$ cat config.mk
export PLATFORM = sky130hd
export DESIGN_NAME = dwrs_sequencer
export DESIGN_NICKNAME = d
export VERILOG_FILES = /design/src/dwrs_pkg.sv /design/src/dwrs_sequencer.sv /design/src/dwrs_down_counter.sv
export VERILOG_INCLUDE_DIRS = /design/src
export SDC_FILE = /design/constraint.sdc
export NUM_CORES = 1
export LEC_CHECK = 0
export BUFFER_PORTS_ARGS = -buffer_cell sky130_fd_sc_hd__buf_2
export CAP_MARGIN = 20
export CORE_ASPECT_RATIO = 0.9
export CORE_MARGIN = 5
export CORE_UTILIZATION = 25
export CTS_CLUSTER_DIAMETER = 100
export CTS_CLUSTER_SIZE = 14
export DETAILED_ROUTE_END_ITERATION = 10
export HOLD_SLACK_MARGIN = 0.12
export PLACE_DENSITY = 0.54
export REMOVE_ABC_BUFFERS = 1
export SYNTH_ARGS = -nofsm -noshare
export SYNTH_HDL_FRONTEND = slang
export SYNTH_SLANG_ARGS = --single-unit
$ cat constraint.sdc
create_clock -name i_clk -period 5 [get_ports i_clk]
set_clock_uncertainty 0.2 [all_clocks]
set_input_delay 0.25 -clock i_clk [delete_from_list [all_inputs] [get_ports i_clk]]
set_output_delay 0.25 -clock i_clk [all_outputs]
set_load 0.01 [all_outputs]
$ cat src/dwrs_regs.svh
`ifndef DWRS_REGS_SVH
`define DWRS_REGS_SVH

// ---------------------------------------------------------------
// datapath command encodings
// ---------------------------------------------------------------
`define DWRS_CMD_IDLE 3'h0
`define DWRS_CMD_RESET 3'h1
`define DWRS_CMD_WRITE_IMMEDIATE 3'h2
`define DWRS_CMD_WRITE_DELAY_LAST 3'h3
`define DWRS_CMD_READ_IMMEDIATE 3'h4

// ---------------------------------------------------------------
// widths and reset values
// ---------------------------------------------------------------
`define DWRS_ADDR_W 12
`define DWRS_ROW_W 9
`define DWRS_CNT_W 4
`define DWRS_COL_STROBES 4
`define DWRS_WE_W 2
`define DWRS_CMD_W 3
`define DWRS_ROW_STROBE_IDLE 9'h1ff
`define DWRS_COL_STROBE_IDLE 4'hf
`define DWRS_WE_IDLE 2'h3
// data path advances its line pointer this many cycles after last command
`define DWRS_LAST_PTR_DELAY 3

`endif

$ cat src/dwrs_pkg.sv
package dwrs_pkg;
  `include "dwrs_regs.svh"

  typedef struct packed {
    logic [`DWRS_CNT_W-1:0] row_setup_cycles;
    logic [`DWRS_CNT_W-1:0] row_hold_cycles;
    logic [`DWRS_CNT_W-1:0] column_setup_cycles;
    logic [`DWRS_CNT_W-1:0] column_hold_cycles;
    logic [`DWRS_CNT_W-1:0] write_strobe_width;
    logic [`DWRS_CNT_W-1:0] cas_precharge_cycles;
    logic [`DWRS_CNT_W-1:0] refresh_strobe_gap;
    logic [`DWRS_CNT_W-1:0] refresh_row_pulse_width;
    logic [`DWRS_CNT_W-1:0] row_precharge_cycles;
  } dwrs_timing_type;

  typedef struct packed {
    logic [`DWRS_ADDR_W-1:0] read_row;
    logic [`DWRS_ADDR_W-1:0] write_row;
    logic [`DWRS_ADDR_W-1:0] write_column;
  } dwrs_addr_type;

  typedef enum logic [11:0] {
    DWRS_IDLE = 12'h001,
    DWRS_ROW_LOAD = 12'h002,
    DWRS_ROW_SETUP = 12'h004,
    DWRS_ROW_HOLD = 12'h008,
    DWRS_COL_SETUP = 12'h010,
    DWRS_COL_PULSE = 12'h020,
    DWRS_COL_PRECH = 12'h040,
    DWRS_REF_GAP = 12'h080,
    DWRS_REF_ROW = 12'h100,
    DWRS_REF_END = 12'h200,
    DWRS_PRECHARGE = 12'h400,
    DWRS_PAGE_LOAD = 12'h800
  } dwrs_state_type;
endpackage

$ cat src/dwrs_sequencer.sv
`include "dwrs_regs.svh"
module dwrs_sequencer
  import dwrs_pkg::*;
#(
  parameter int BURST_MAX = 4
) (
  input wire logic i_clk,
  input wire logic i_rst,
  input wire logic i_half_rate_phase,
  input wire logic i_write_req,
  input wire logic i_page_mode,
  input wire logic i_keep_page,
  input wire logic i_refresh_req,
  input wire logic i_alt_group,
  input wire logic [`DWRS_ROW_W-1:0] i_bank_select,
  input wire logic [$clog2(BURST_MAX+1)-1:0] i_burst_len,
  input wire dwrs_timing_type i_timing,
  input wire dwrs_addr_type i_addr,
  output logic [`DWRS_ADDR_W-1:0] o_dram_mux_address,
  output logic [`DWRS_ROW_W-1:0] o_row_strobe_n,
  output logic [`DWRS_ROW_W-1:0] o_alt_row_strobe_n,
  output logic [`DWRS_COL_STROBES-1:0] o_column_strobe_n,
  output logic [`DWRS_WE_W-1:0] o_dram_write_enable_n,
  output logic [`DWRS_CMD_W-1:0] o_datapath_command,
  output logic o_busy,
  output logic o_done
);
  localparam int BW = $clog2(BURST_MAX+1);

  if (BURST_MAX < 1) begin : g_burst_check
    $error("burst length must be at least one");
  end

  // ---------------------------------------------------------------
  // input synchronisers
  // ---------------------------------------------------------------
  logic [3:0] sync1_q;
  logic [3:0] sync2_q;
  always_ff @(posedge i_clk) begin
    if (i_rst) begin
      sync1_q <= 4'h0;
      sync2_q <= 4'h0;
    end else begin
      sync1_q <= {i_half_rate_phase, i_write_req, i_refresh_req, i_page_mode};
      sync2_q <= sync1_q;
    end
  end
  logic phase_s;
  logic write_s;
  logic refresh_s;
  logic page_s;
  assign {phase_s, write_s, refresh_s, page_s} = sync2_q;

  // ---------------------------------------------------------------
  // state and counter
  // ---------------------------------------------------------------
  dwrs_state_type state_q;
  dwrs_state_type state_d;
  logic cnt_load;
  logic [`DWRS_CNT_W-1:0] cnt_value;
  logic cnt_done;
  logic [BW-1:0] beats_q;
  logic [`DWRS_CNT_W-1:0] chold_q;
  logic [`DWRS_CNT_W-1:0] prech_q;
  logic row_open_q;
  logic is_refresh_q;
  logic alt_q;
  logic [`DWRS_ROW_W-1:0] bank_q;
  logic last_beat;
  logic start_ok;

  dwrs_down_counter #(.WIDTH(`DWRS_CNT_W)) u_timer (
    .i_clk(i_clk),
    .i_rst(i_rst),
    .i_load(cnt_load),
    .i_value(cnt_value),
    .o_done(cnt_done)
  );

  assign last_beat = (beats_q <= BW'(1));
  assign start_ok = phase_s && (prech_q == '0);

  always_comb begin
    state_d = state_q;
    cnt_load = 1'b0;
    cnt_value = '0;
    case (state_q)
      DWRS_IDLE: begin
        if (start_ok && refresh_s) begin
          state_d = DWRS_REF_GAP;
          cnt_load = 1'b1;
          cnt_value = i_timing.refresh_strobe_gap;
        end else if (start_ok && write_s) begin
          state_d = (page_s && row_open_q) ? DWRS_PAGE_LOAD : DWRS_ROW_LOAD;
        end
      end
      DWRS_ROW_LOAD: begin
        state_d = DWRS_ROW_SETUP;
        cnt_load = 1'b1;
        cnt_value = i_timing.row_setup_cycles;
      end
      DWRS_ROW_SETUP: begin
        if (cnt_done) begin
          state_d = DWRS_ROW_HOLD;
          cnt_load = 1'b1;
          cnt_value = i_timing.row_hold_cycles;
        end
      end
      DWRS_ROW_HOLD: begin
        if (cnt_done) begin
          state_d = DWRS_COL_SETUP;
          cnt_load = 1'b1;
          cnt_value = i_timing.column_setup_cycles;
        end
      end
      DWRS_PAGE_LOAD: begin
        state_d = DWRS_COL_SETUP;
        cnt_load = 1'b1;
        cnt_value = i_timing.column_setup_cycles;
      end
      DWRS_COL_SETUP: begin
        if (cnt_done) begin
          state_d = DWRS_COL_PULSE;
          cnt_load = 1'b1;
          cnt_value = i_timing.write_strobe_width + `DWRS_CNT_W'(1);
        end
      end
      DWRS_COL_PULSE: begin
        if (cnt_done) begin
          state_d = last_beat ? DWRS_IDLE : DWRS_COL_PRECH;
          cnt_load = !last_beat;
          cnt_value = i_timing.cas_precharge_cycles;
        end
      end
      DWRS_COL_PRECH: begin
        if (cnt_done) begin
          state_d = DWRS_COL_PULSE;
          cnt_load = 1'b1;
          cnt_value = i_timing.write_strobe_width + `DWRS_CNT_W'(1);
        end
      end
      DWRS_REF_GAP: begin
        if (cnt_done) begin
          state_d = DWRS_REF_ROW;
          cnt_load = 1'b1;
          cnt_value = i_timing.refresh_row_pulse_width + `DWRS_CNT_W'(1);
        end
      end
      DWRS_REF_ROW: begin
        if (cnt_done) begin
          state_d = DWRS_REF_END;
        end
      end
      DWRS_REF_END: begin
        state_d = DWRS_IDLE;
      end
      default: begin
        state_d = DWRS_IDLE;
      end
    endcase
  end

  always_ff @(posedge i_clk) begin
    if (i_rst) begin
      state_q <= DWRS_IDLE;
    end else begin
      state_q <= state_d;
    end
  end

  // ---------------------------------------------------------------
  // per-transaction context
  // ---------------------------------------------------------------
  always_ff @(posedge i_clk) begin
    if (i_rst) begin
      beats_q <= '0;
      alt_q <= 1'b0;
      bank_q <= '0;
      is_refresh_q <= 1'b0;
    end else if (state_q == DWRS_IDLE && state_d != DWRS_IDLE) begin
      beats_q <= (i_burst_len == '0) ? BW'(1) : i_burst_len;
      alt_q <= i_alt_group;
      bank_q <= i_bank_select;
      is_refresh_q <= refresh_s;
    end else if (state_q == DWRS_COL_PULSE && cnt_done && !last_beat) begin
      beats_q <= beats_q - BW'(1);
    end
  end

  // row precharge counter, started as refresh row strobes release
  always_ff @(posedge i_clk) begin
    if (i_rst) begin
      prech_q <= '0;
    end else if (state_q == DWRS_REF_ROW && cnt_done) begin
      prech_q <= i_timing.row_precharge_cycles;
    end else if (prech_q != '0) begin
      prech_q <= prech_q - `DWRS_CNT_W'(1);
    end
  end

  // ---------------------------------------------------------------
  // strobes
  // ---------------------------------------------------------------
  logic burst_end;
  assign burst_end = (state_q == DWRS_COL_PULSE) && cnt_done && last_beat;
  logic page_start;
  assign page_start = (state_q == DWRS_IDLE) && (state_d == DWRS_PAGE_LOAD);

  always_ff @(posedge i_clk) begin
    if (i_rst) begin
      o_row_strobe_n <= `DWRS_ROW_STROBE_IDLE;
      o_alt_row_strobe_n <= `DWRS_ROW_STROBE_IDLE;
      row_open_q <= 1'b0;
    end else if (state_q == DWRS_ROW_SETUP && cnt_done) begin
      o_row_strobe_n <= alt_q ? `DWRS_ROW_STROBE_IDLE : ~bank_q;
      o_alt_row_strobe_n <= alt_q ? ~bank_q : `DWRS_ROW_STROBE_IDLE;
      row_open_q <= 1'b1;
    end else if (state_q == DWRS_REF_GAP && cnt_done) begin
      o_row_strobe_n <= '0;
      o_alt_row_strobe_n <= '0;
    end else if ((state_q == DWRS_REF_ROW && cnt_done) || (burst_end && !i_keep_page)) begin
      o_row_strobe_n <= `DWRS_ROW_STROBE_IDLE;
      o_alt_row_strobe_n <= `DWRS_ROW_STROBE_IDLE;
      row_open_q <= 1'b0;
    end else if (state_q == DWRS_IDLE && start_ok && refresh_s) begin
      row_open_q <= 1'b0;
    end
  end

  always_ff @(posedge i_clk) begin
    if (i_rst) begin
      o_column_strobe_n <= `DWRS_COL_STROBE_IDLE;
    end else if ((state_q == DWRS_IDLE && start_ok && refresh_s)
                 || (state_q == DWRS_COL_SETUP && cnt_done)
                 || (state_q == DWRS_COL_PRECH && cnt_done)) begin
      o_column_strobe_n <= '0;
    end else if ((state_q == DWRS_COL_PULSE && cnt_done) || state_q == DWRS_REF_END) begin
      o_column_strobe_n <= `DWRS_COL_STROBE_IDLE;
    end
  end

  always_ff @(posedge i_clk) begin
    if (i_rst) begin
      o_dram_write_enable_n <= `DWRS_WE_IDLE;
    end else if ((state_q == DWRS_ROW_HOLD && cnt_done) || page_start) begin
      o_dram_write_enable_n <= '0;
    end else if (burst_end) begin
      o_dram_write_enable_n <= `DWRS_WE_IDLE;
    end
  end

  // ---------------------------------------------------------------
  // address multiplexer
  // ---------------------------------------------------------------
  always_ff @(posedge i_clk) begin
    if (i_rst) begin
      o_dram_mux_address <= '0;
      chold_q <= '0;
    end else if (state_q == DWRS_IDLE && state_d == DWRS_ROW_LOAD) begin
      o_dram_mux_address <= i_addr.write_row;
    end else if ((state_q == DWRS_ROW_HOLD && cnt_done) || page_start) begin
      o_dram_mux_address <= i_addr.write_column;
    end else if (burst_end || state_q == DWRS_IDLE || is_refresh_q) begin
      o_dram_mux_address <= i_addr.read_row;
    end else if (chold_q == `DWRS_CNT_W'(1)) begin
      o_dram_mux_address <= o_dram_mux_address + `DWRS_ADDR_W'(1);
    end
    if (i_rst) begin
      chold_q <= '0;
    end else if ((state_q == DWRS_COL_SETUP || state_q == DWRS_COL_PRECH) && cnt_done) begin
      chold_q <= i_timing.column_hold_cycles + `DWRS_CNT_W'(1);
    end else if (chold_q != '0) begin
      chold_q <= chold_q - `DWRS_CNT_W'(1);
    end
  end

  // ---------------------------------------------------------------
  // data path command
  // ---------------------------------------------------------------
  logic strobe_on;
  assign strobe_on = (state_q == DWRS_COL_SETUP || state_q == DWRS_COL_PRECH) && cnt_done;

  always_ff @(posedge i_clk) begin
    if (i_rst) begin
      o_datapath_command <= `DWRS_CMD_IDLE;
    end else if (strobe_on && beats_q > BW'(1)) begin
      o_datapath_command <= `DWRS_CMD_WRITE_IMMEDIATE;
    end else if (strobe_on) begin
      o_datapath_command <= `DWRS_CMD_WRITE_DELAY_LAST;
    end else if (burst_end) begin
      o_datapath_command <= `DWRS_CMD_RESET;
    end else begin
      o_datapath_command <= `DWRS_CMD_IDLE;
    end
  end

  always_ff @(posedge i_clk) begin
    if (i_rst) begin
      o_busy <= 1'b0;
      o_done <= 1'b0;
    end else begin
      o_busy <= (state_d != DWRS_IDLE);
      o_done <= burst_end || state_q == DWRS_REF_END;
    end
  end

  // ---------------------------------------------------------------
  // checks
  // ---------------------------------------------------------------
  row_after_prech_a: assert property (@(posedge i_clk) disable iff (i_rst)
    (prech_q != '0) |=> $stable(o_row_strobe_n) || (&o_row_strobe_n))
    else $error("row strobe during precharge");
  start_on_phase_a: assert property (@(posedge i_clk) disable iff (i_rst)
    (state_q == DWRS_IDLE && state_d != DWRS_IDLE) |-> phase_s)
    else $error("start without phase");
  we_with_column_a: assert property (@(posedge i_clk) disable iff (i_rst)
    $fell(o_dram_write_enable_n[0]) |-> o_dram_mux_address == $past(i_addr.write_column))
    else $error("enable not with column");
  end_restore_a: assert property (@(posedge i_clk) disable iff (i_rst)
    $rose(o_dram_write_enable_n[0]) |-> (&o_column_strobe_n))
    else $error("enable release mismatch");
  reset_cmd_a: assert property (@(posedge i_clk) disable iff (i_rst)
    burst_end |=> o_datapath_command == `DWRS_CMD_RESET)
    else $error("no reset command");
  ref_cas_after_a: assert property (@(posedge i_clk) disable iff (i_rst)
    (state_q == DWRS_REF_ROW && cnt_done) |=> (&o_row_strobe_n) ##1 (&o_column_strobe_n))
    else $error("refresh release order");
  ref_cas_first_a: assert property (@(posedge i_clk) disable iff (i_rst)
    $fell(o_row_strobe_n[0]) && is_refresh_q |-> (o_column_strobe_n == '0))
    else $error("refresh row before column");
  row_setup_a: assert property (@(posedge i_clk) disable iff (i_rst)
    (state_q == DWRS_ROW_LOAD && i_timing.row_setup_cycles == '0) |=> ##1
      (o_row_strobe_n != `DWRS_ROW_STROBE_IDLE || o_alt_row_strobe_n != `DWRS_ROW_STROBE_IDLE
       || bank_q == '0))
    else $error("row strobe late");
endmodule // dwrs_sequencer

$ cat src/dwrs_down_counter.sv
// ---------------------------------------------------------------
// loadable down-counter, done when zero
// ---------------------------------------------------------------
module dwrs_down_counter #(
  parameter int WIDTH = 4
) (
  input wire logic i_clk,
  input wire logic i_rst,
  input wire logic i_load,
  input wire logic [WIDTH-1:0] i_value,
  output logic o_done
);
  logic [WIDTH-1:0] count_q;

  if (WIDTH < 1) begin : g_width_check
    $error("counter width too small");
  end

  always_ff @(posedge i_clk) begin
    if (i_rst) begin
      count_q <= '0;
    end else if (i_load) begin
      count_q <= i_value;
    end else if (count_q != '0) begin
      count_q <= count_q - WIDTH'(1);
    end
  end

  // done depends on the count only, never on the load that it triggers
  assign o_done = (count_q == '0);
endmodule // dwrs_down_counter

==> results of run 1 <==
==> where the power goes <==
| group | internal (W) | switching (W) |
|---|---|---|
| clock network | 0.000390 | 0.000277 |
| registers | 0.000738 | 0.0000773 |
| logic | 0.000322 | 0.000346 |
==> path summary, 6_finish.rpt <==
check                   startpoint                             endpoint  slack, ns  depth (start not counted)
min reg2reg  sync1_q[2]$_SDFF_PP0_                sync2_q[2]$_SDFF_PP0_       0.23                          1
max          state_q[7]$_SDFF_PP0_  o_dram_mux_address[11]$_SDFFE_PP0P_       0.87                          8
max reg2reg  state_q[7]$_SDFF_PP0_  o_dram_mux_address[11]$_SDFFE_PP0P_       0.87                          8
min                     i_addr[25]   o_dram_mux_address[1]$_SDFFE_PP0P_       0.14                          4
==> metal layers <==
| metal | GRT usage | wire, um |
|---|---|---|
| met1 | 0.185 | 7030 |
| met2 | 0.214 | 6780 |
| met3 | 0.0342 | 1060 |
| met4 | 0.0344 | 131 |
| met5 | 0 | 0 |
==> through the flow <==
step,util,total power [W],hold slack (ns)
4_1_cts,0.347,0.00217,0.123
2_1_floorplan,-,0.00123,0.119
6_report,0.347,0.00215,0.142
3_3_place_gp,0.298,0.00142,0.216
5_1_grt,0.347,0.00229,0.164
3_5_place_dp,0.298,0.00141,0.226
==> Yosys cell counts, types with 12 or more instances <==
cell type / count
xor2_1: 14
nor2_1: 62
a21oi_1: 61
nand3_1: 19
nand2_1: 61
clkbuf_1: 20
nand2b_1: 13
dfxtp_1: 83
nor3_1: 17
xnor2_1: 13
o21ai_0: 37
ha_1: 12
inv_1: 15
==> cells by family (layout without fill, tap and decap cells) <==
family | Yosys count | in the layout | share of synthesized area
buf+inv | 53 | 224 | 0.0521
simple gates | 244 | 244 | 0.274
mux | 8 | 8 | 0.0176
other cells | 1 | 2 | 0.000801
fa+ha+maj | 12 | 12 | 0.0321
flops | 83 | 83 | 0.355
compound gates | 164 | 164 | 0.218
xor+xnor | 27 | 27 | 0.0505
==> state kept, by name, summed over array words and instances (netlist names), 2 cells and up <==
register / count
o_datapath_command: 2
o_alt_row_strobe_n: 9
sync2_q: 4
beats_q: 3
prech_q: 4
u_timer.count_q: 4
o_row_strobe_n: 9
chold_q: 4
sync1_q: 4
bank_q: 9
state_q: 12
o_dram_mux_address: 12
==> final cells by class <==
cell class,count,share of cell area
repair buffers,193,0.200
well taps,245,0.0479
multi-input cells,457,0.437
clock inverters,5,0.00978
inverters,15,0.00881
clock buffers,11,0.0364
flip-flops and latches,83,0.260
==> worst reg2reg max path, cell delays in order (launching register included) <==
cell and delay [ns]:
dfxtp_1 0.69, nor4b_2 0.20, and4_1 0.31, a21boi_2 0.67
and3_1 0.58, a221oi_1 0.09, dlygate4sd3_1 0.60, a21oi_1 0.16
dlygate4sd3_1 0.57
==> timing repair <==
| item | in CTS | in global routing |
|---|---|---|
| hold endpoints to repair | 39 | 0 |
| hold buffers | 60 | 0 |
| setup endpoints to repair | 0 | 0 |
==> qor.txt, run 1 <==
Setup violations, final: 0
Synth top area share: 0.355
FMAX: 0.242 GHz
Core area: 0.0184 mm^2
Most frequent cells in the layout: buf_2 (131), dfxtp_1 (83), nor2_1 (62), nand2_1 (61), a21oi_1 (61)
Power density over the cells: 336 mW/mm^2
Final Instance Area: 0.00639 mm^2
Period Utilization, post-route: 0.826
Global-route wire length before repair: 24.1 mm
Grt total ovfl: 0
Min Clock Period, post-route: 4.13 ns
Number of synthesized register bits: 83
Fraction of layout cells with a size suffix above 1: 0.228
Final Hold Fails: 0
H-tree levels: 3
Yosys warns: 0
Most frequent cell on the critical path: dlygate4sd3_1
Slew @ Worst Pin: 1.04 ns
Slowest stage cell, crit path: dfxtp_1
Final RePlAce weighted congestion: 0.873
DRC errors left: 0
Die Ht: 140 um
Most common cell after layout, fill and taps aside: buf_2
Root Buffer: clkbuf_16
Min-Delay Path Class: in -> reg
Worst slack, placed: 1.85 ns
Distinct cell type count after synthesis: 62
Clock Sinks: 83
Max stage delay on crit path: 0.69 ns
Antenna-violating nets left: 0
Total Routing Usage GR: 0.135
Synth Area per Inst: 7.91 um^2
Async SR Flop Fraction: 0
Critical Path Source Type: flip-flop
Final nets: 863
Worst Path Arrival: 4.21 ns
Crit Path Category: reg -> reg
Iteration-0 DRC Markers: 276
Worst IR Drop VDD: 0.160 mV
Synth-to-Final Area Change: 36.5%
RSZ-0062 raised after global routing: no
MaxCap Viol Count: 0
Max-slew headroom: 0.298
Initial DRT Pass Iterations: 4
Clk Latency, worst-skew pair: 0.34 ns
Delay-heaviest family, CP: buffers and inverters
Buf/Inv on CP: 2
Post-Synthesis Cells: 592
Worst-case clock buffer depth: 2
Area occupied by multi-input gates: 0.00280 mm^2
Fin Setup TNS: 0 ns
Worst Slack Setup Final: 0.868 ns
CP Capture Type: flip-flop
Die area: 0.0216 mm^2
Pin count of the biggest net entering global routing: 65
Number of synthesized flops with an enable pin: 0
Largest area contributor in the netlist: dfxtp_1
Final slew viol count: 0
Final std cells w/o fill: 1009
Initial antenna violation count: 0
Main synth FF type: dfxtp_1
Leak: 2.56 nW
Register clock-pin slew on the reported worst setup and hold paths: 0.06 ns
Synthesized cell area: 0.00468 mm^2
Post-DP HPWL: 10.9 mm
# Post-CTS Setup Buffers: 0
TritonCTS Buffers: 9
Drt via density: 4.86
Fillers: 1962
Initial Utilization: 0.254
Critical Path, Cell by Cell: nor4b_2, and4_1, a21boi_2, and3_1, a221oi_1, dlygate4sd3_1, a21oi_1, dlygate4sd3_1
Placed insts: 932
Flip-flop and latch area: 0.00166 mm^2
Outcome: complete, no violations
I/O Buffers: 131
Width of the die: 154 um
# diodes: 0
WL final: 15.0 mm
WP data required: 5.08 ns
Sequential area share after synthesis: 0.355
Row count: 47
Vias post-DR: 4908
Crit-path max FO: 19
Post-CTS sizing: 0
CTS tree: built
Avg WL per Cell: 14.9 um
Placement Cell Area: 0.00548 mm^2
Vias in the first global route: 4727
Top cells by area, synth: dfxtp_1 (35%), a21oi_1 (6.5%), nor2_1 (5.0%)
I/O pins: 133
Power figures use the tool's default switching activity.
==> run 2, diff against run 1 <==
==> constraint.sdc (replaced) <==
create_clock -name i_clk -period 4.2 [get_ports i_clk]
set_clock_uncertainty 0.2 [all_clocks]
set_input_delay 0.21 -clock i_clk [delete_from_list [all_inputs] [get_ports i_clk]]
set_output_delay 0.21 -clock i_clk [all_outputs]
set_load 0.01 [all_outputs]
==> qor.txt, run 2 (synthesis gave the netlist of run 1 again) <==
Final slew viol count: 0
Final nets: 874
Max-slew headroom: 0.447
Worst-case clock buffer depth: 2
Crit-path max FO: 16
Critical Path Start: state_q[6]$_SDFF_PP0_
# diodes: 0
Most frequent cells in the layout: buf_2 (131), dfxtp_1 (83), dlygate4sd3_1 (67), nor2_1 (62)
I/O Buffers: 131
Clk Latency, worst-skew pair: 0.35 ns
Min-Delay Path Class: in -> reg
Outcome: complete, no violations
Crit Path Category: reg -> reg
Critical Path Source Type: flip-flop
Most common cell after layout, fill and taps aside: buf_2
Initial Utilization: 0.254
MaxCap Viol Count: 0
Core area: 0.0184 mm^2
Iteration-0 DRC Markers: 267
Placed insts: 937
Int Pwr: 0.00169 W
WL final: 15.6 mm
Sw Ratio: 0.337
CP Capture Type: flip-flop
H-tree levels: 3
Clock Power Share: 0.296
Leak: 2.62 nW
Slew @ Worst Pin: 0.825 ns
Grt total ovfl: 0
Synth-to-Final Area Change: 38.4%
Worst Path Arrival: 4.04 ns
Final RePlAce weighted congestion: 0.853
Period Utilization, post-route: 0.953
Vias in the first global route: 4636
Post-DP HPWL: 11.0 mm
Die Ht: 140 um
CTS tree: built
Worst Slack Setup Final: 0.197 ns
Setup violations, final: 0
Area occupied by multi-input gates: 0.00281 mm^2
I/O pins: 133
Row count: 47
Fillers: 1977
Final std cells w/o fill: 1020
Global-route wire length before repair: 24.4 mm
Hold WS: 0.133 ns
WP data required: 4.23 ns
Worst Hold Launch: i_timing[12]
Register clock-pin slew on the reported worst setup and hold paths: 0.06 ns
FMAX: 0.250 GHz
Avg WL per Cell: 15.3 um
Initial DRT Pass Iterations: 5
Clock Sinks: 83
Tot Pwr: 0.00255 W
Final Hold Fails: 0
Total Routing Usage GR: 0.139
Fin Setup TNS: 0 ns
P_sw: 0.000860 W
RSZ-0062 raised after global routing: no
Share of total power in combinational logic: 0.322
Min Clock Period, post-route: 4.00 ns
Worst slack, placed: 1.14 ns
Width of the die: 154 um
Pin count of the biggest net entering global routing: 65
Initial antenna violation count: 0
DRC errors left: 0
Drt via density: 4.80
RR Startpoint: state_q[6]$_SDFF_PP0_
Seq pwr share: 0.382
TritonCTS Buffers: 9
Power density over the cells: 394 mW/mm^2
Fraction of layout cells with a size suffix above 1: 0.231
Root Buffer: clkbuf_16
Flip-flop and latch area: 0.00166 mm^2
Antenna-violating nets left: 0
Die area: 0.0216 mm^2
Top flop regs: o_dram_mux_address x12, state_q x12
Vias post-DR: 4895
Worst IR Drop VDD: 0.225 mV
## run 2: changes by cell type in the layout (fill, tap and decap cells not counted), sizes merged
cell	change
clkinvlp	-1
clkbuf	-1
bufinv	-1
buf	+4
inv	+2
clkinv	+1
dlygate4sd3	+7
## run 2: area by class of cell
cell class,instances,share of cell area
Tap cell,245,0.0473
Sequential cell,83,0.256
Clock buffer,10,0.0353
Multi-Input combinational cell,457,0.433
Inverter,15,0.00869
Clock inverter,6,0.00734
Timing Repair Buffer,204,0.212
## run 2: path summary, 6_finish.rpt
check	endpoint	slack (ns)	cells after the start
worst min-delay path	u_timer.count_q[0]$_SDFFE_PP0P_	0.13	4
worst min register to register	sync2_q[0]$_SDFF_PP0_	0.24	1
worst max register to register	o_dram_mux_address[2]$_SDFFE_PP0P_	0.20	8
worst max-delay path	o_dram_mux_address[2]$_SDFFE_PP0P_	0.20	8
## run 2: metal layers
layer  track usage  wire length (um)  share of wire
met1         0.190              7430           0.48
met2         0.222              6940           0.45
met3        0.0369              1000          0.064
met4        0.0288               186          0.012
met5             0                 0              0
## run 2: through the flow
step	utilization	area, um^2
after floorplan	-	4500
after global placement	0.300	5520
after detailed placement	0.300	5520
after CTS	0.351	6470
after global routing	0.352	6480
final	0.352	6480
## run 2: power groups by stage
stage	Clock [W]	Sequential, W	Combinational [W]
6_report	0.000756	0.000975	0.000822
5_1_grt	0.000811	0.000991	0.000916
4_1_cts	0.000784	0.000971	0.000814
3_5_place_dp	0	0.000988	0.000703
3_3_place_gp	0	0.000988	0.000696
2_1_floorplan	0	0.000978	0.000483
## run 2: worst max-delay path, stage by stage, from the launching register on
cell,delay (ns)
dfxtp_1,0.47
or4_1,0.72
or4_4,0.61
o21ai_2,0.30
a21oi_1,0.10
a221oi_1,0.28
dlygate4sd3_1,0.58
a21oi_1,0.06
dlygate4sd3_1,0.57
## run 2: what timing repair did
action | CTS | global route
gates resized for setup | 0 | 2
setup endpoints to repair | 0 | 10
hold buffers | 67 | 0
setup buffers | 0 | 0
hold endpoints to repair | 39 | 0
